--- src/wcm_pkg.sv ---
package wcm_pkg;
  typedef enum logic [1:0] {
    WCM_X4 = 2'b00,
    WCM_X8 = 2'b01,
    WCM_X16 = 2'b10
  } wcm_width_t;

  localparam int LANES = 16;
  localparam int TREE_LANES = 8;
  localparam int NARROW_LANES = 4;
  localparam int DATA_BEATS = 4;
  localparam int TREE_W = 72;
  localparam int LANE_STEP = 8;
  localparam int NIBBLE_OFS = 4;
  localparam int MASK_BASE = 64;
  localparam logic [3:0] BEAT_FIRST = 4'h0;
  localparam logic [3:0] BEAT_DATA_LAST = 4'h3;
  localparam logic [3:0] BEAT_CODE_LO = 4'h8;
  localparam logic [3:0] BEAT_CODE_HI = 4'h9;
  localparam logic [7:0] CRC_POLY = 8'h07;
  localparam logic [7:0] CRC_INIT = 8'h00;

  // Host register map, byte addresses
  localparam logic [4:0] REG_CTRL = 5'h00;
  localparam logic [4:0] REG_DATA_LO = 5'h04;
  localparam logic [4:0] REG_DATA_HI = 5'h08;
  localparam logic [4:0] REG_MASK = 5'h0c;
  localparam logic [4:0] REG_STATUS = 5'h10;
  localparam logic [4:0] REG_IRQ_MASK = 5'h14;
  localparam logic [4:0] REG_CODE = 5'h18;
  localparam int CTRL_START = 0;
  localparam int CTRL_WIDTH_LO = 1;
  localparam int CTRL_COLUMN_ADDR_BIT_TWO = 3;
  localparam int CTRL_MASK_EN = 4;
  localparam int ST_DONE = 0;
  localparam int ST_REFUSED = 1;
  localparam int STAT_W = 2;
  localparam logic [1:0] RESP_OKAY = 2'h0;
  localparam logic [1:0] RESP_SLVERR = 2'h2;

  // Lane bits arrive as [4*lane + beat]; unused tree inputs are ones
  function automatic logic [TREE_W-1:0] tree_map(input logic [31:0] lanes,
      input logic [3:0] mask, input logic column_addr_bit_two, input logic mask_used,
      input logic narrow);
    logic [TREE_W-1:0] d;
    int ofs;
    d = '1;
    ofs = column_addr_bit_two ? NIBBLE_OFS : 0;
    for (int n = 0; n < TREE_LANES; n++) begin
      if (!narrow || n < NARROW_LANES) begin
        for (int b = 0; b < DATA_BEATS; b++) begin
          d[LANE_STEP*n + ofs + b] = lanes[DATA_BEATS*n + b];
        end
      end
    end
    if (mask_used && !narrow) begin
      for (int b = 0; b < DATA_BEATS; b++) begin
        d[MASK_BASE + ofs + b] = mask[b];
      end
    end
    return d;
  endfunction

  function automatic logic [7:0] crc8(input logic [TREE_W-1:0] d);
    logic [7:0] c;
    logic fb;
    c = CRC_INIT;
    for (int i = TREE_W - 1; i >= 0; i--) begin
      fb = c[7] ^ d[i];
      c = {c[6:0], 1'b0} ^ (fb ? CRC_POLY : 8'h00);
    end
    return c;
  endfunction
endpackage

--- src/wcm_link_if.sv ---
interface wcm_link_if;
  logic valid;
  logic column_addr_bit_two;
  logic [15:0] dq;
  logic [1:0] mask;
  modport ctrl (output valid, output column_addr_bit_two, output dq, output mask);
  modport dev (input valid, input column_addr_bit_two, input dq, input mask);
endinterface

--- src/wcm_host.sv ---
module wcm_host (
  input wire logic sys_clk_in,
  input wire logic nrst_in,
  input wire logic [4:0] awaddr_in,
  input wire logic awvalid_in,
  output logic awready_out,
  input wire logic [31:0] wdata_in,
  input wire logic [3:0] wstrb_in,
  input wire logic wvalid_in,
  output logic wready_out,
  output logic [1:0] bresp_out,
  output logic bvalid_out,
  input wire logic bready_in,
  input wire logic [4:0] araddr_in,
  input wire logic arvalid_in,
  output logic arready_out,
  output logic [31:0] rdata_out,
  output logic [1:0] rresp_out,
  output logic rvalid_out,
  input wire logic rready_in,
  output logic irq_out,
  wcm_link_if.ctrl link
);
  typedef enum logic {
    WCM_IDLE = 1'b0,
    WCM_SEND = 1'b1
  } wcm_state_t;

  wcm_state_t state;
  logic [3:0] beat;
  logic [4:0] aw_addr;
  logic [31:0] w_data;
  logic [3:0] w_strb;
  logic do_write;
  logic [1:0] width;
  logic column_addr_bit_two;
  logic mask_en;
  logic [63:0] data;
  logic [7:0] mask;
  logic [wcm_pkg::STAT_W-1:0] status;
  logic [wcm_pkg::STAT_W-1:0] irq_mask;
  logic [wcm_pkg::STAT_W-1:0] events;
  logic start_req;
  logic [7:0] crc_lo;
  logic [7:0] crc_hi;
  logic narrow;
  logic [15:0] next_dq;
  logic [1:0] next_mask;

  function automatic logic [31:0] merge(input logic [31:0] old, input logic [31:0] nw,
      input logic [3:0] strb);
    logic [31:0] r;
    r = old;
    for (int i = 0; i < 4; i++) begin
      if (strb[i]) begin
        r[8*i +: 8] = nw[8*i +: 8];
      end
    end
    return r;
  endfunction

  function automatic logic mapped(input logic [4:0] a);
    return a == wcm_pkg::REG_CTRL || a == wcm_pkg::REG_DATA_LO ||
        a == wcm_pkg::REG_DATA_HI || a == wcm_pkg::REG_MASK ||
        a == wcm_pkg::REG_STATUS || a == wcm_pkg::REG_IRQ_MASK ||
        a == wcm_pkg::REG_CODE;
  endfunction

  assign do_write = !awready_out && !wready_out && !bvalid_out;
  assign narrow = (width == wcm_pkg::WCM_X4);
  assign start_req = do_write && aw_addr == wcm_pkg::REG_CTRL && w_strb[0] &&
      w_data[wcm_pkg::CTRL_START];

  // Write channel: address and data taken in either order, answer after both
  always_ff @(posedge sys_clk_in or negedge nrst_in) begin
    if (!nrst_in) begin
      awready_out <= 1'b1;
      wready_out <= 1'b1;
      bvalid_out <= 1'b0;
      bresp_out <= wcm_pkg::RESP_OKAY;
      aw_addr <= '0;
      w_data <= '0;
      w_strb <= '0;
    end else begin
      if (awvalid_in && awready_out) begin
        awready_out <= 1'b0;
        aw_addr <= awaddr_in;
      end
      if (wvalid_in && wready_out) begin
        wready_out <= 1'b0;
        w_data <= wdata_in;
        w_strb <= wstrb_in;
      end
      if (do_write) begin
        bvalid_out <= 1'b1;
        bresp_out <= mapped(aw_addr) ? wcm_pkg::RESP_OKAY : wcm_pkg::RESP_SLVERR;
      end else if (bvalid_out && bready_in) begin
        bvalid_out <= 1'b0;
        awready_out <= 1'b1;
        wready_out <= 1'b1;
      end
    end
  end

  // Frame set-up is frozen while a frame is on the link
  always_ff @(posedge sys_clk_in or negedge nrst_in) begin
    if (!nrst_in) begin
      width <= wcm_pkg::WCM_X8;
      column_addr_bit_two <= 1'b0;
      mask_en <= 1'b0;
      data <= '0;
      mask <= '0;
      irq_mask <= '0;
    end else if (do_write && state == WCM_IDLE) begin
      case (aw_addr)
        wcm_pkg::REG_CTRL: begin
          if (w_strb[0]) begin
            width <= w_data[wcm_pkg::CTRL_WIDTH_LO +: 2];
            column_addr_bit_two <= w_data[wcm_pkg::CTRL_COLUMN_ADDR_BIT_TWO];
            mask_en <= w_data[wcm_pkg::CTRL_MASK_EN];
          end
        end
        wcm_pkg::REG_DATA_LO: data[31:0] <= merge(data[31:0], w_data, w_strb);
        wcm_pkg::REG_DATA_HI: data[63:32] <= merge(data[63:32], w_data, w_strb);
        wcm_pkg::REG_MASK: begin
          if (w_strb[0]) begin
            mask <= w_data[7:0];
          end
        end
        wcm_pkg::REG_IRQ_MASK: begin
          if (w_strb[0]) begin
            irq_mask <= w_data[wcm_pkg::STAT_W-1:0];
          end
        end
        default: begin
        end
      endcase
    end else if (do_write && aw_addr == wcm_pkg::REG_IRQ_MASK && w_strb[0]) begin
      irq_mask <= w_data[wcm_pkg::STAT_W-1:0];
    end
  end

  // Sticky events: a set in the same cycle as its clear wins
  always_comb begin
    events = '0;
    events[wcm_pkg::ST_DONE] = state == WCM_SEND && beat == wcm_pkg::BEAT_CODE_HI;
    events[wcm_pkg::ST_REFUSED] = start_req && state == WCM_SEND;
  end

  always_ff @(posedge sys_clk_in or negedge nrst_in) begin
    if (!nrst_in) begin
      status <= '0;
    end else if (do_write && aw_addr == wcm_pkg::REG_STATUS && w_strb[0]) begin
      status <= (status & ~w_data[wcm_pkg::STAT_W-1:0]) | events;
    end else begin
      status <= status | events;
    end
  end

  always_ff @(posedge sys_clk_in or negedge nrst_in) begin
    if (!nrst_in) begin
      irq_out <= 1'b0;
    end else begin
      irq_out <= |(status & irq_mask);
    end
  end

  // Read channel
  always_ff @(posedge sys_clk_in or negedge nrst_in) begin
    if (!nrst_in) begin
      arready_out <= 1'b1;
      rvalid_out <= 1'b0;
      rdata_out <= '0;
      rresp_out <= wcm_pkg::RESP_OKAY;
    end else if (arvalid_in && arready_out) begin
      arready_out <= 1'b0;
      rvalid_out <= 1'b1;
      rresp_out <= mapped(araddr_in) ? wcm_pkg::RESP_OKAY : wcm_pkg::RESP_SLVERR;
      case (araddr_in)
        wcm_pkg::REG_CTRL: rdata_out <= 32'({mask_en, column_addr_bit_two, width, 1'b0});
        wcm_pkg::REG_DATA_LO: rdata_out <= data[31:0];
        wcm_pkg::REG_DATA_HI: rdata_out <= data[63:32];
        wcm_pkg::REG_MASK: rdata_out <= 32'(mask);
        wcm_pkg::REG_STATUS: rdata_out <= 32'(status);
        wcm_pkg::REG_IRQ_MASK: rdata_out <= 32'(irq_mask);
        wcm_pkg::REG_CODE: rdata_out <= 32'({crc_hi, crc_lo});
        default: rdata_out <= '0;
      endcase
    end else if (rvalid_out && rready_in) begin
      rvalid_out <= 1'b0;
      arready_out <= 1'b1;
    end
  end

  wcm_tree u_tree_lo (
    .lanes_in(data[31:0]),
    .mask_in(mask[3:0]),
    .column_addr_bit_two_in(column_addr_bit_two),
    .mask_used_in(mask_en && !narrow),
    .narrow_in(narrow),
    .crc_out(crc_lo)
  );

  wcm_tree u_tree_hi (
    .lanes_in(data[63:32]),
    .mask_in(mask[7:4]),
    .column_addr_bit_two_in(column_addr_bit_two),
    .mask_used_in(mask_en && !narrow),
    .narrow_in(1'b0),
    .crc_out(crc_hi)
  );

  // Beat contents; idle lanes and filler beats are driven high
  always_comb begin
    next_dq = '1;
    next_mask = '1;
    if (beat <= wcm_pkg::BEAT_DATA_LAST) begin
      for (int l = 0; l < wcm_pkg::LANES; l++) begin
        if (width == wcm_pkg::WCM_X16 || (width == wcm_pkg::WCM_X8 && l < 8) ||
            l < wcm_pkg::NARROW_LANES) begin
          next_dq[l] = data[wcm_pkg::DATA_BEATS*l + int'(beat)];
        end
      end
      if (!narrow) begin
        next_mask[0] = mask[int'(beat)];
      end
      if (width == wcm_pkg::WCM_X16) begin
        next_mask[1] = mask[wcm_pkg::DATA_BEATS + int'(beat)];
      end
    end else if (beat == wcm_pkg::BEAT_CODE_LO) begin
      case (width)
        wcm_pkg::WCM_X4: next_dq[3:0] = crc_lo[3:0];
        wcm_pkg::WCM_X8: next_dq[7:0] = crc_lo;
        wcm_pkg::WCM_X16: next_dq = {crc_hi, crc_lo};
        default: next_dq = '1;
      endcase
    end else if (beat == wcm_pkg::BEAT_CODE_HI && narrow) begin
      next_dq[3:0] = crc_lo[7:4];
    end
  end

  always_ff @(posedge sys_clk_in or negedge nrst_in) begin
    if (!nrst_in) begin
      state <= WCM_IDLE;
      beat <= wcm_pkg::BEAT_FIRST;
    end else begin
      case (state)
        WCM_IDLE: begin
          if (start_req) begin
            state <= WCM_SEND;
            beat <= wcm_pkg::BEAT_FIRST;
          end
        end
        WCM_SEND: begin
          if (beat == wcm_pkg::BEAT_CODE_HI) begin
            state <= WCM_IDLE;
          end
          beat <= beat + 4'h1;
        end
        default: state <= WCM_IDLE;
      endcase
    end
  end

  always_ff @(posedge sys_clk_in or negedge nrst_in) begin
    if (!nrst_in) begin
      link.valid <= 1'b0;
      link.column_addr_bit_two <= 1'b0;
      link.dq <= '1;
      link.mask <= '1;
    end else begin
      link.valid <= state == WCM_SEND;
      link.column_addr_bit_two <= column_addr_bit_two;
      link.dq <= (state == WCM_SEND) ? next_dq : '1;
      link.mask <= (state == WCM_SEND) ? next_mask : '1;
    end
  end
endmodule

--- src/wcm_tree.sv ---
module wcm_tree (
  input wire logic [31:0] lanes_in,
  input wire logic [3:0] mask_in,
  input wire logic column_addr_bit_two_in,
  input wire logic mask_used_in,
  input wire logic narrow_in,
  output logic [7:0] crc_out
);
  always_comb begin
    crc_out = wcm_pkg::crc8(wcm_pkg::tree_map(lanes_in, mask_in, column_addr_bit_two_in,
        mask_used_in, narrow_in));
  end
endmodule

--- src/flat_wrapper.sv ---
// flat-port wrapper written by rule: the top's interface ports become plain ports
module wcm_host_flat 
  (sys_clk_in, nrst_in, awaddr_in, awvalid_in, awready_out, wdata_in, wstrb_in, wvalid_in, wready_out, bresp_out, bvalid_out, bready_in, araddr_in, arvalid_in, arready_out, rdata_out, rresp_out, rvalid_out, rready_in, irq_out, link_valid, link_column_addr_bit_two, link_dq, link_mask);
  wcm_link_if link_i ();
  input wire logic sys_clk_in;
  input wire logic nrst_in;
  input wire logic [4:0] awaddr_in;
  input wire logic awvalid_in;
  output logic awready_out;
  input wire logic [31:0] wdata_in;
  input wire logic [3:0] wstrb_in;
  input wire logic wvalid_in;
  output logic wready_out;
  output logic [1:0] bresp_out;
  output logic bvalid_out;
  input wire logic bready_in;
  input wire logic [4:0] araddr_in;
  input wire logic arvalid_in;
  output logic arready_out;
  output logic [31:0] rdata_out;
  output logic [1:0] rresp_out;
  output logic rvalid_out;
  input wire logic rready_in;
  output logic irq_out;
  output wire logic [$bits(link_i.valid)-1:0] link_valid;
  output wire logic [$bits(link_i.column_addr_bit_two)-1:0] link_column_addr_bit_two;
  output wire logic [$bits(link_i.dq)-1:0] link_dq;
  output wire logic [$bits(link_i.mask)-1:0] link_mask;
  assign link_valid = link_i.valid;
  assign link_column_addr_bit_two = link_i.column_addr_bit_two;
  assign link_dq = link_i.dq;
  assign link_mask = link_i.mask;
  wcm_host u_core (.sys_clk_in(sys_clk_in), .nrst_in(nrst_in), .awaddr_in(awaddr_in), .awvalid_in(awvalid_in), .awready_out(awready_out), .wdata_in(wdata_in), .wstrb_in(wstrb_in), .wvalid_in(wvalid_in), .wready_out(wready_out), .bresp_out(bresp_out), .bvalid_out(bvalid_out), .bready_in(bready_in), .araddr_in(araddr_in), .arvalid_in(arvalid_in), .arready_out(arready_out), .rdata_out(rdata_out), .rresp_out(rresp_out), .rvalid_out(rvalid_out), .rready_in(rready_in), .irq_out(irq_out), .link(link_i));
endmodule
--- config.mk ---
export PLATFORM = sky130hd
export DESIGN_NAME = wcm_host_flat
export DESIGN_NICKNAME = d
export VERILOG_FILES = /design/src/wcm_pkg.sv /design/src/wcm_link_if.sv /design/src/wcm_host.sv /design/src/wcm_tree.sv /design/src/flat_wrapper.sv
export SDC_FILE = /design/constraint.sdc
export NUM_CORES = 1
export LEC_CHECK = 0
export BUFFER_PORTS_ARGS = -buffer_cell sky130_fd_sc_hd__buf_2
export CAP_MARGIN = 20
export CORE_AREA = 4 4 208 210
export DETAILED_ROUTE_END_ITERATION = 12
export DIE_AREA = 0 0 212 214
export GPL_TIMING_DRIVEN = 0
export PLACE_DENSITY = 0.49
export SLEW_MARGIN = 20
export SYNTH_ARGS = -nofsm -noshare
export SYNTH_HDL_FRONTEND = slang
export SYNTH_SLANG_ARGS = --single-unit
--- constraint.sdc ---
create_clock -name sys_clk_in -period 6 [get_ports sys_clk_in]
set_input_delay 0.3 -clock sys_clk_in [delete_from_list [all_inputs] [get_ports sys_clk_in]]
set_output_delay 0.3 -clock sys_clk_in [all_outputs]
set_load 0.02 [all_outputs]
# After elaboration in Yosys (flattened, before gate mapping)
# Cells that the tools add are included.
[totals]
inputBits = 53
output_inout_bits = 62
regBits = 188
wordCells = 973
[op_classes]
reduce_logical = 93
n_addsub = 51
magnitude_cmp = 91
n_eq_ne = 19
muxes = 394
bitwise_logic = 293
[ops]
columns = ["cell", "count"]
rows = [
  ["bitwise mux 72 bit", 70],
  ["greater-or-equal comparator 32 x 1 -> 1 bit, second input constant", 36],
  ["< comparator 32 x 9 -> 1 bit, second input constant", 36],
  ["XOR 8 x 3 -> 8 bit", 134],
  ["adder 32 x 3 -> 32 bit, second input constant", 18],
  ["< comparator 32 x 8 -> 1 bit, second input constant", 15],
  ["two-way mux 3 bit", 145],
  ["two-way mux 72 bit", 6],
  ["adder 32 x 2 -> 32 bit, second input constant", 9],
  ["demux 1 bit (select 7 bit)", 36],
  ["one-hot mux 32 bit (7 select lines)", 1],
  ["bitwise OR 72 bit", 2],
  ["XOR 1 bit", 132],
  ["adder 7 x 32 -> 32 bit, first input constant", 4],
  ["two-way mux 1 bit", 98],
  ["binary-select mux 1 bit (select 6 bit)", 15],
  ["NOT 72 bit", 1],
  ["adder 6 x 32 -> 32 bit, first input constant", 2],
  ["adder 6 x 4 -> 7 bit, first input constant", 8],
  ["logical AND 1 bit", 56],
  ["AND reduction 3 bit", 11],
  ["adder 5 x 32 -> 32 bit, first input constant", 1],
  ["adder 8 x 32 -> 32 bit, first input constant", 1],
  ["< comparator 32 x 5 -> 1 bit, second input constant", 1],
  ["other kinds (39)", 103],
]

# Depth between registers and ports, before layout
# Gate-level depths: netlist of the first run.
[logic_depth]
word_depth = 256
mapped_depth = 20
depth_no_buf = 15

# Modules after synthesis
# From an unflattened synthesis of the first run, not the netlist that was laid out.
[unflattened]
cells_unflattened = 1318
area_unflattened_um2 = 14617.8
[by_module_without_submodules]
columns = ["mod", "area_per_inst_um2", "cells_each", "n_inst", "seq_area_each_um2"]
rows = [
  ["wcm_host", 9195.1, 754, 1, 4682.0],
  ["wcm_tree", 2711.4, 282, 2, 0.0],
]

# Least setup slack after synthesis of the first run
# Ideal clock, no wire load.
[synth_path]
kind = "flip-flop to flip-flop"
start = "reg u_core.width[0]"
end = "reg u_core.rdata_out[9]"
arrival_ns = 4.930
slack_ns = 0.944
required_time_ns = 5.874
setup_ns = 0.126
period_less_slack_ns = 5.056
path_buffers = 2
path_stages_with_launch = 17
cell_sequence = "dfstp_2 -> inv_1 -> ha_1 -> buf_6 -> nand2b_1 -> buf_4 -> nor2_1 -> mux2i_1 -> xnor2_1 -> xnor3_2 -> xnor3_2 -> xnor2_2 -> xnor3_1 -> xnor3_1 -> xnor3_1 -> xnor3_2 -> a221o_1"
[synth_via]
elab_chain_len = 100
elab_cells_between_ends = 207
cone_classes = "68 x mux; 136 x bitwise; 3 x reduce/logical"
[synth_rtl]
columns = ["item", "line", "rtl"]
rows = [
  ["start: declaration", "wcm_host.sv:35", "logic [1:0] width;"],
  ["start signal: assignment", "wcm_host.sv:108", "width <= wcm_pkg::WCM_X8;"],
  ["start signal: assignment", "wcm_host.sv:118", "width <= w_data[wcm_pkg::CTRL_WIDTH_LO +: 2];"],
  ["logical NOT 2 bit (*)", "wcm_host.sv:70", "assign narrow = (width == wcm_pkg::WCM_X4);"],
  ["logical NOT 1 bit (*)", "wcm_host.sv:208", ".mask_used_in(mask_en && !narrow),"],
  ["logical AND 1 bit (*)", "wcm_host.sv:208", ""],
  ["two-way mux 72 bit (*)", "wcm_pkg.sv:56", "if (mask_used && !narrow) begin"],
  ["XOR 1 bit", "wcm_pkg.sv:69", "fb = c[7] ^ d[i];"],
  ["two-way mux 3 bit", "wcm_pkg.sv:70", "c = {c[6:0], 1'b0} ^ (fb ? CRC_POLY : 8'h00);"],
  ["XOR 4 x 3 -> 4 bit", "wcm_pkg.sv:70", ""],
  ["XOR 5 x 3 -> 5 bit", "wcm_pkg.sv:70", ""],
  ["[79 not listed]", "-", ""],
  ["XOR 8 x 3 -> 8 bit, or another cell as far along (2 in series)", "wcm_pkg.sv:70", ""],
  ["XOR 8 x 3 -> 8 bit or two-way mux 3 bit (tied branches)", "wcm_pkg.sv:70", ""],
  ["XOR 8 x 3 -> 8 bit (5 in series)", "wcm_pkg.sv:70", ""],
  ["XOR 1 bit or XOR 8 x 3 -> 8 bit (tied branches)", "wcm_pkg.sv:69, wcm_pkg.sv:70", ""],
  ["two-way mux 3 bit or XOR 1 bit (tied branches)", "wcm_pkg.sv:70, wcm_pkg.sv:69", ""],
  ["XOR 8 x 3 -> 8 bit or two-way mux 3 bit (tied branches)", "wcm_pkg.sv:70", ""],
  ["XOR 8 x 3 -> 8 bit (*)", "wcm_pkg.sv:70", ""],
  ["one-hot mux 32 bit (7 select lines) (*)", "wcm_host.sv:179", "case (araddr_in)"],
  ["end signal: assignment", "wcm_host.sv:180", "wcm_pkg::REG_CTRL: rdata_out <= 32'({mask_en, column_addr_bit_two, width, 1'b0});"],
  ["end signal: assignment", "wcm_host.sv:181", "wcm_pkg::REG_DATA_LO: rdata_out <= data[31:0];"],
  ["end signal: assignment", "wcm_host.sv:182", "wcm_pkg::REG_DATA_HI: rdata_out <= data[63:32];"],
  ["end: declaration", "wcm_host.sv:17", "output logic [31:0] rdata_out,"],
]
# Mark *: on every way between the ends. The rest lies on a longest branch, timed or not.
# A chain may end at the register's enable or synchronous reset.

# Worst setup path in the final report of the first run
# Ends and elaborated chain as after synthesis.

==> summary.txt, run 1 <==
Status
  • Status: completed

Clock network
  • Clock Path Buffers: 2
  • Post-CTS Setup Repair Bufs: 0
  • CTS root buf: clkbuf_16
  • H-tree levels: 4
  • CTS tree: built
  • Worst-path clk slew: 0.08 ns
  • TritonCTS buffer count: 17
  • Sink Count: 186
  • Clk_lat worst skew: 0.47 ns

Global routing
  • First-pass GRT wire length: 68400 µm
  • GRT Total Usage: 20.1%
  • Antenna violations before repair: 1
  • Vias in the first global route: 10690
  • Global route overflow: 0
  • Pin count of the biggest net entering global routing: 98

Die
  • Core Area: 41600 µm²
  • Chip height: 214 µm
  • Initial Utilization: 34.5%
  • Row Count: 75
  • Top-Level Pins: 115
  • DIE AREA: 45400 µm²
  • Die width: 212 µm

Yosys
  • Syn Inst Count: 1325
  • Avg Inst Size Synth: 10.8 µm²
  • Post-Syn Area: 14400 µm²
  • Post-synth top flop: dfrtp_1
  • Count of state elements after synthesis: 186
  • Async SR Flop Fraction: 100%
  • Yosys warning count: 0
  • Synth cell types: 72
  • Post-synthesis sequential area ratio: 32.6%
  • EDFF count, synth: 0

Worst setup path
  • Startpoint Class: flip-flop
  • Reg2Reg Depth: 15
  • CP bufs+invs: 3
  • Req. time, crit path: 6.35 ns
  • Top delay family on crit path: XOR/XNOR gates
  • Critical path fanouts, max: 10
  • CP max-delay cell: dfstp_2
  • Crit. End Element: flip-flop
  • Reg2reg setup slack: 0.11 ns
  • CP Class: flip-flop to flip-flop
  • FF-to-FF End: u_core.rdata_out[9]
  • Cell breakdown of the critical path: inv_1, ha_1, buf_6, or2_1, clkbuf_1, o32a_1, xor2_2, xnor3_2, xnor3_2, xnor2_2, xnor3_1, xnor3_1, xnor3_1, xnor3_2, a221o_1
  • CP max stage delay: 0.56 ns
  • Critical path depth: 15
  • Arr. time, crit path: 6.24 ns
  • R2r startpoint: u_core.width[0]

Detailed routing
  • Routed Antenna Nets: 0
  • Vias per cell: 5.27
  • Initial drt markers: 868
  • WL final: 45300 µm
  • DRC violations left: 0
  • Routed vias: 10619
  • 1st-pass router iterations: 5
  • Drt wl/cell: 22.5 µm

Place
  • Placed cells: 1977
  • Number of port buffers: 110
  • Post-DP HPWL: 35900 µm
  • Placer Congestion: 0.933

Timing
  • Rel. slew slack: 29.0%
  • Final period util: 98.1%
  • Fin. Hold Viols: 0
  • Fmax: 170 MHz
  • # setup viols final: 0
  • Unrepaired setup endpoints after global routing: yes
  • Final Critical Period: 5.89 ns
  • Skew final: 0.0140 ns
  • Worst-Margin Slew: 1.06 ns
  • Pins Over Slew Limit: 0

Finish
  • Post-Layout Cell Count: 2015
  • Layout Utilization: 39.5%
  • Layout cells sized above 1: 24.7%
  • Layout Nets: 1525
  • Layout area overhead: 14.3%
  • Fillers: 4117

Min path
  • Hold WC Path Type: input port to flip-flop
  • Worst hold path stage count: 2
  • Hold Startpoint: rready_in
  • Hold Path Sink: u_core.rvalid_out

Job
  • Max Cap Viol: 0
## flip-flops by register name, summed over array words and instances (netlist names), 2 cells and up
signal / count
u_core.aw_addr: 5
u_core.w_strb: 4
u_core.w_data: 32
u_core.irq_mask: 2
u_core.width: 2
u_core.link.dq: 16
u_core.link.mask: 2
u_core.data: 64
u_core.beat: 4
u_core.status: 2
u_core.mask: 8
u_core.rdata_out: 32
## worst max-delay path by stage
| stage | startpoint | endpoint | slack, ns |
|---|---|---|---|
| after global routing | u_core.width[0] | u_core.rdata_out[9] | -0.03 |
| after detailed placement | u_core.column_addr_bit_two | u_core.link.dq[2] | -0.06 |
| after floorplan | u_core.width[0] | u_core.rdata_out[9] | 0.94 |
| after global placement | u_core.column_addr_bit_two | u_core.link.dq[2] | -0.09 |
| after CTS | u_core.column_addr_bit_two | u_core.link.dq[2] | 0.09 |
| final | u_core.width[0] | u_core.rdata_out[9] | 0.11 |
## layer usage
layer	track usage [%]	routed length, µm	vias to the layer above
met5	0	10	-
met4	6.76	1160	2
met3	3.53	2480	52
met2	30.6	20300	323
met1	28.9	21400	5305
li1	-	-	4937
## logic make-up (layout without fill, tap and decap cells)
kind of cell    after synthesis  count (layout)  synth area share (%)
flops                       186             186                  32.6
compound gates              213             213                  9.77
simple gates                293             293                  9.40
fa+ha+maj                    10              10                 0.872
other cells                   1               3                0.0261
xor+xnor                    340             340                  29.4
mux                         166             166                  14.4
buf+inv                     116             265                  3.51
## repair_timing
item                                    in CTS  in global routing
hold buffers                                 5                  0
endpoints found under the hold margin       71                  0
resized for setup                            2                  7
endpoints found under the setup margin       3                 18
## cells in the mapped netlist, types with 3 or more instances
| library cell | number | area, µm² |
|---|---|---|
| nand3_1 | 26 | 130 |
| nand3b_1 | 3 | 22.5 |
| mux4_2 | 20 | 450 |
| nor2_1 | 75 | 282 |
| a22oi_1 | 35 | 263 |
| mux2_2 | 121 | 1360 |
| buf_1 | 13 | 48.8 |
| ha_1 | 10 | 125 |
| xor2_1 | 80 | 701 |
| a21oi_1 | 37 | 185 |
| a211oi_1 | 4 | 30.0 |
| xor3_1 | 10 | 238 |
| or3_1 | 12 | 75.1 |
| a31oi_1 | 15 | 93.8 |
| xnor3_2 | 8 | 190 |
| buf_4 | 6 | 45.0 |
| mux2i_1 | 25 | 250 |
| nor2b_1 | 14 | 87.6 |
| o22ai_1 | 4 | 25.0 |
| nand2_1 | 117 | 439 |
| clkbuf_2 | 3 | 15.0 |
| nor3b_1 | 4 | 30.0 |
| buf_2 | 12 | 60.1 |
| o211ai_1 | 6 | 45.0 |
| nor3_1 | 10 | 50.1 |
| dfrtp_1 | 164 | 4100 |
| o21a_1 | 5 | 37.5 |
| a221o_1 | 9 | 90.1 |
| o22a_1 | 3 | 26.3 |
| xnor2_2 | 6 | 97.6 |
| nand2b_1 | 5 | 31.3 |
| xor2_2 | 3 | 48.8 |
| o21ai_0 | 64 | 320 |
| xnor2_1 | 167 | 1460 |
| clkbuf_1 | 62 | 233 |
| and3_1 | 13 | 81.3 |
| inv_1 | 13 | 48.8 |
| o32ai_1 | 3 | 26.3 |
| o221ai_1 | 7 | 61.3 |
| dfstp_2 | 22 | 578 |
| xnor3_1 | 66 | 1490 |
## per-stage QoR
step / cell area, µm² / hold WS [ns] / TNS (ns) / setup WS (ns)
floorplan: 14400 / 0.00441 / 0 / 0.944
global placement: 15600 / 0.450 / -0.0879 / -0.0879
detailed placement: 15700 / 0.371 / -0.0583 / -0.0583
CTS: 16400 / 0.0200 / 0 / 0.0893
global route: 16400 / 0.0370 / -0.0495 / -0.0272
finish: 16400 / 0.0446 / 0 / 0.114
## placed cells by master (no fill, tap or decap), types with 24 or more instances in the layout
cell,count
xnor2_1,165
dfrtp_1,164
buf_2,121
mux2_2,121
nand2_1,117
xor2_1,78
nor2_1,75
xnor3_1,66
o21ai_0,64
clkbuf_1,61
a21oi_1,37
a22oi_1,35
nand3_1,26
mux2i_1,24
## cell type report
cell class | count | area (µm²) | area share [%]
multi-input combinational | 1024 | 9220 | 56.2
sequential | 186 | 4680 | 28.5
tap | 539 | 674 | 4.11
timing repair buffer | 117 | 666 | 4.06
buffer | 100 | 448 | 2.73
clock buffer | 17 | 425 | 2.59
clock inverter | 15 | 235 | 1.43
inverter | 16 | 60.1 | 0.366
antenna | 1 | 2.50 | 0.0152
Power of run 1 is not shown: default switching activity piles up to over one toggle a cycle in this logic, so the estimate is an artifact.
==> run 2, diff against run 1 <==
--- a/config.mk
+++ b/config.mk
@@ -8,6 +8,7 @@
 export BUFFER_PORTS_ARGS = -buffer_cell sky130_fd_sc_hd__buf_2
 export CAP_MARGIN = 20
 export CORE_AREA = 4 4 208 210
+export CTS_BUF_LIST = sky130_fd_sc_hd__clkbuf_4 sky130_fd_sc_hd__clkbuf_8
 export DETAILED_ROUTE_END_ITERATION = 12
 export DIE_AREA = 0 0 212 214
 export GPL_TIMING_DRIVEN = 0
==> run 2 against run 1 <==
Effect of this change:
- global-route usage increased by 0.15 points
- sequential cell count stayed put
- maximum frequency decreased by 0.42%
- worst hold slack gained 0.33 ns
- die area is the same
- setup slack worse by 0.025 ns
- critical path type unchanged
- routed wire length rose by 0.23%
- cell area is 1.6% higher
- core utilization rose by 0.62 points
- critical endpoint unchanged
- via count increased by 1.3%
==> summary.txt, run 2 (same netlist as run 1, synthesis figures left out) <==
Status
  • Status: completed

Die
  • Top-Level Pins: 115 (unchanged)
  • Initial Utilization: 34.5% (unchanged)
  • Die width: 212 µm (unchanged)
  • Row Count: 75 (unchanged)
  • Core Area: 41600 µm² (unchanged)
  • Chip height: 214 µm (unchanged)
  • DIE AREA: 45400 µm² (unchanged)

Clock network
  • Clock Path Buffers: 2 (unchanged)
  • Sink Count: 186 (unchanged)
  • CTS root buf: clkbuf_8
  • Clk_lat worst skew: 0.54 ns (+0.07 ns)
  • H-tree levels: 4 (unchanged)
  • TritonCTS buffer count: 17 (unchanged)
  • Worst-path clk slew: 0.12 ns (+0.04 ns)
  • CTS tree: built

Detailed routing
  • Routed vias: 10759 (+1.3%)
  • Drt wl/cell: 22.1 µm (-1.9%)
  • Initial drt markers: 898 (+3.5%)
  • DRC violations left: 0 (unchanged)
  • 1st-pass router iterations: 5 (unchanged)
  • Routed Antenna Nets: 0 (unchanged)
  • WL final: 45400 µm (+0.23%)
  • Vias per cell: 5.23 (-0.85%)

Place
  • Setup slack at placement: -0.0583 ns (unchanged)
  • Number of port buffers: 110 (unchanged)
  • Placer Congestion: 0.933 (unchanged)
  • Post-DP HPWL: 35900 µm (unchanged)

Timing
  • Pins Over Slew Limit: 0 (unchanged)
  • Fmax: 169 MHz (-0.42%)
  • Fin Hold WS: 0.374 ns (+0.329 ns)
  • Final period util: 98.5% (+0.41 points)
  • Worst-Margin Slew: 1.05 ns (-0.0101 ns)
  • Rel. slew slack: 29.6% (+0.68 points)
  • Final worst slack: 0.0894 ns (-0.0249 ns)
  • Skew final: 0.0289 ns (+0.0149 ns)
  • # setup viols final: 0 (unchanged)
  • Fin. Hold Viols: 0 (unchanged)
  • Final Critical Period: 5.91 ns (+0.0249 ns)
  • Unrepaired setup endpoints after global routing: yes
  • Setup TNS: 0 ns (unchanged)

Global routing
  • GRT Total Usage: 20.2% (+0.15 points)
  • Antenna violations before repair: 1 (unchanged)
  • Pin count of the biggest net entering global routing: 98 (unchanged)
  • Global route overflow: 0 (unchanged)
  • First-pass GRT wire length: 69000 µm (+0.97%)
  • Vias in the first global route: 10855 (+1.5%)

Worst setup path
  • CP max-delay cell: dfstp_2
  • Req. time, crit path: 6.42 ns (+0.07 ns)
  • CP max stage delay: 0.57 ns (about the same)
  • Top delay family on crit path: XOR/XNOR gates
  • Cell breakdown of the critical path: inv_1, ha_1, buf_6, or2_1, clkbuf_1, o32a_1, xor2_2, xnor3_2, xnor3_2, xnor2_2, xnor3_1, xnor3_1, xnor3_1, xnor3_2, a221o_1
  • CP bufs+invs: 3 (unchanged)
  • Arr. time, crit path: 6.33 ns (+0.09 ns)
  • CP Class: flip-flop to flip-flop
  • R2r startpoint: u_core.width[0]
  • Critical path fanouts, max: 10 (unchanged)
  • Crit. End Element: flip-flop
  • Startpoint Class: flip-flop
  • Crit. Startpoint: u_core.width[0]

Finish
  • Commonest cells after routing, fill and taps aside: 165 x xnor2_1, 164 x dfrtp_1, 121 x buf_2, 121 x mux2_2, 117 x nand2_1
  • Max reg flops: 64 (unchanged)
  • Layout Nets: 1570 (+3.0%)
  • Fillers: 4105 (-0.29%)
  • Layout Utilization: 40.1% (+0.62 points)
  • Layout area overhead: 16.1%
  • Layout cells sized above 1: 24.0% (-0.73 points)
  • Most common cell after layout, fill and taps aside: xnor2_1
  • Top flop regs: u_core.data x64, u_core.rdata_out x32, u_core.w_data x32
  • Reg with most FFs: u_core.data
  • Antenna diodes: 0 (-1)

Min path
  • Hold WC Path Type: input port to asynchronous set/reset pin

Job
  • Max Cap Viol: 0 (unchanged)
## run 2: cell types whose count changed in the layout (fill, tap and decap cells not counted)
cell	previous run	this run
clkbuf_16	17	0
diode_2	1	0
dlygate4sd3_1	5	50
clkbuf_8	0	17
## run 2: cell type report
| type | count | area (µm²) | share of cell area (%) |
|---|---|---|---|
| Tap cell | 539 | 674 | 4.05 |
| Timing Repair Buffer | 162 | 1120 | 6.70 |
| Clock buffer | 17 | 234 | 1.40 |
| Inverter | 16 | 60.1 | 0.360 |
| Buffer | 100 | 448 | 2.69 |
| Sequential cell | 186 | 4680 | 28.1 |
| Multi-Input combinational cell | 1024 | 9220 | 55.3 |
| Clock inverter | 15 | 235 | 1.41 |
## run 2: worst paths after layout
kind                                                   end  slack [ns]  depth (start not counted)
max                                    u_core.rdata_out[9]        0.09                         15
min                                   u_core.rdata_out[14]        0.37                          3
max reg2reg                            u_core.rdata_out[9]        0.09                         15
min reg2reg                u_core.link.column_addr_bit_two        0.46                          0
max in group asynchronous                  u_core.data[54]        4.72                          4
min in group sys_clk_in                u_core.rresp_out[1]        0.38                          3
## run 2: metrics by stage
step | instance area (µm²) | std cells
final | 16700 | 2059
after detailed placement | 15700 | 1977
after global placement | 15600 | 1975
after floorplan | 14400 | 1326
after global routing | 16700 | 2059
after CTS | 16600 | 2059
## run 2: timing repair
item,4_1_cts,5_1_grt
hold buffers,50,0
gates resized for setup,2,7
endpoints found under the hold margin,114,0
buffers inserted,0,0
endpoints found under the setup margin,4,19
## run 2: worst reg2reg max path, delay by kind of cell, from the launching register on
family / cells / cell delay [ns]
fa+ha+maj: 1 / 0.30
flops: 1 / 0.57
buf+inv: 3 / 0.57
simple gates: 1 / 0.20
compound gates: 2 / 0.90
xor+xnor: 8 / 3.27
## run 2: per-layer routing
layer / vias to the layer above / global-route usage (%) / wire, µm
met4: 2 / 6.38 / 1270
li1: 5012 / - / -
met1: 5325 / 28.9 / 21200
met2: 352 / 31.1 / 20300
met5: - / 0 / 10
met3: 68 / 3.68 / 2630
Power of run 2 is left out for the same reason.
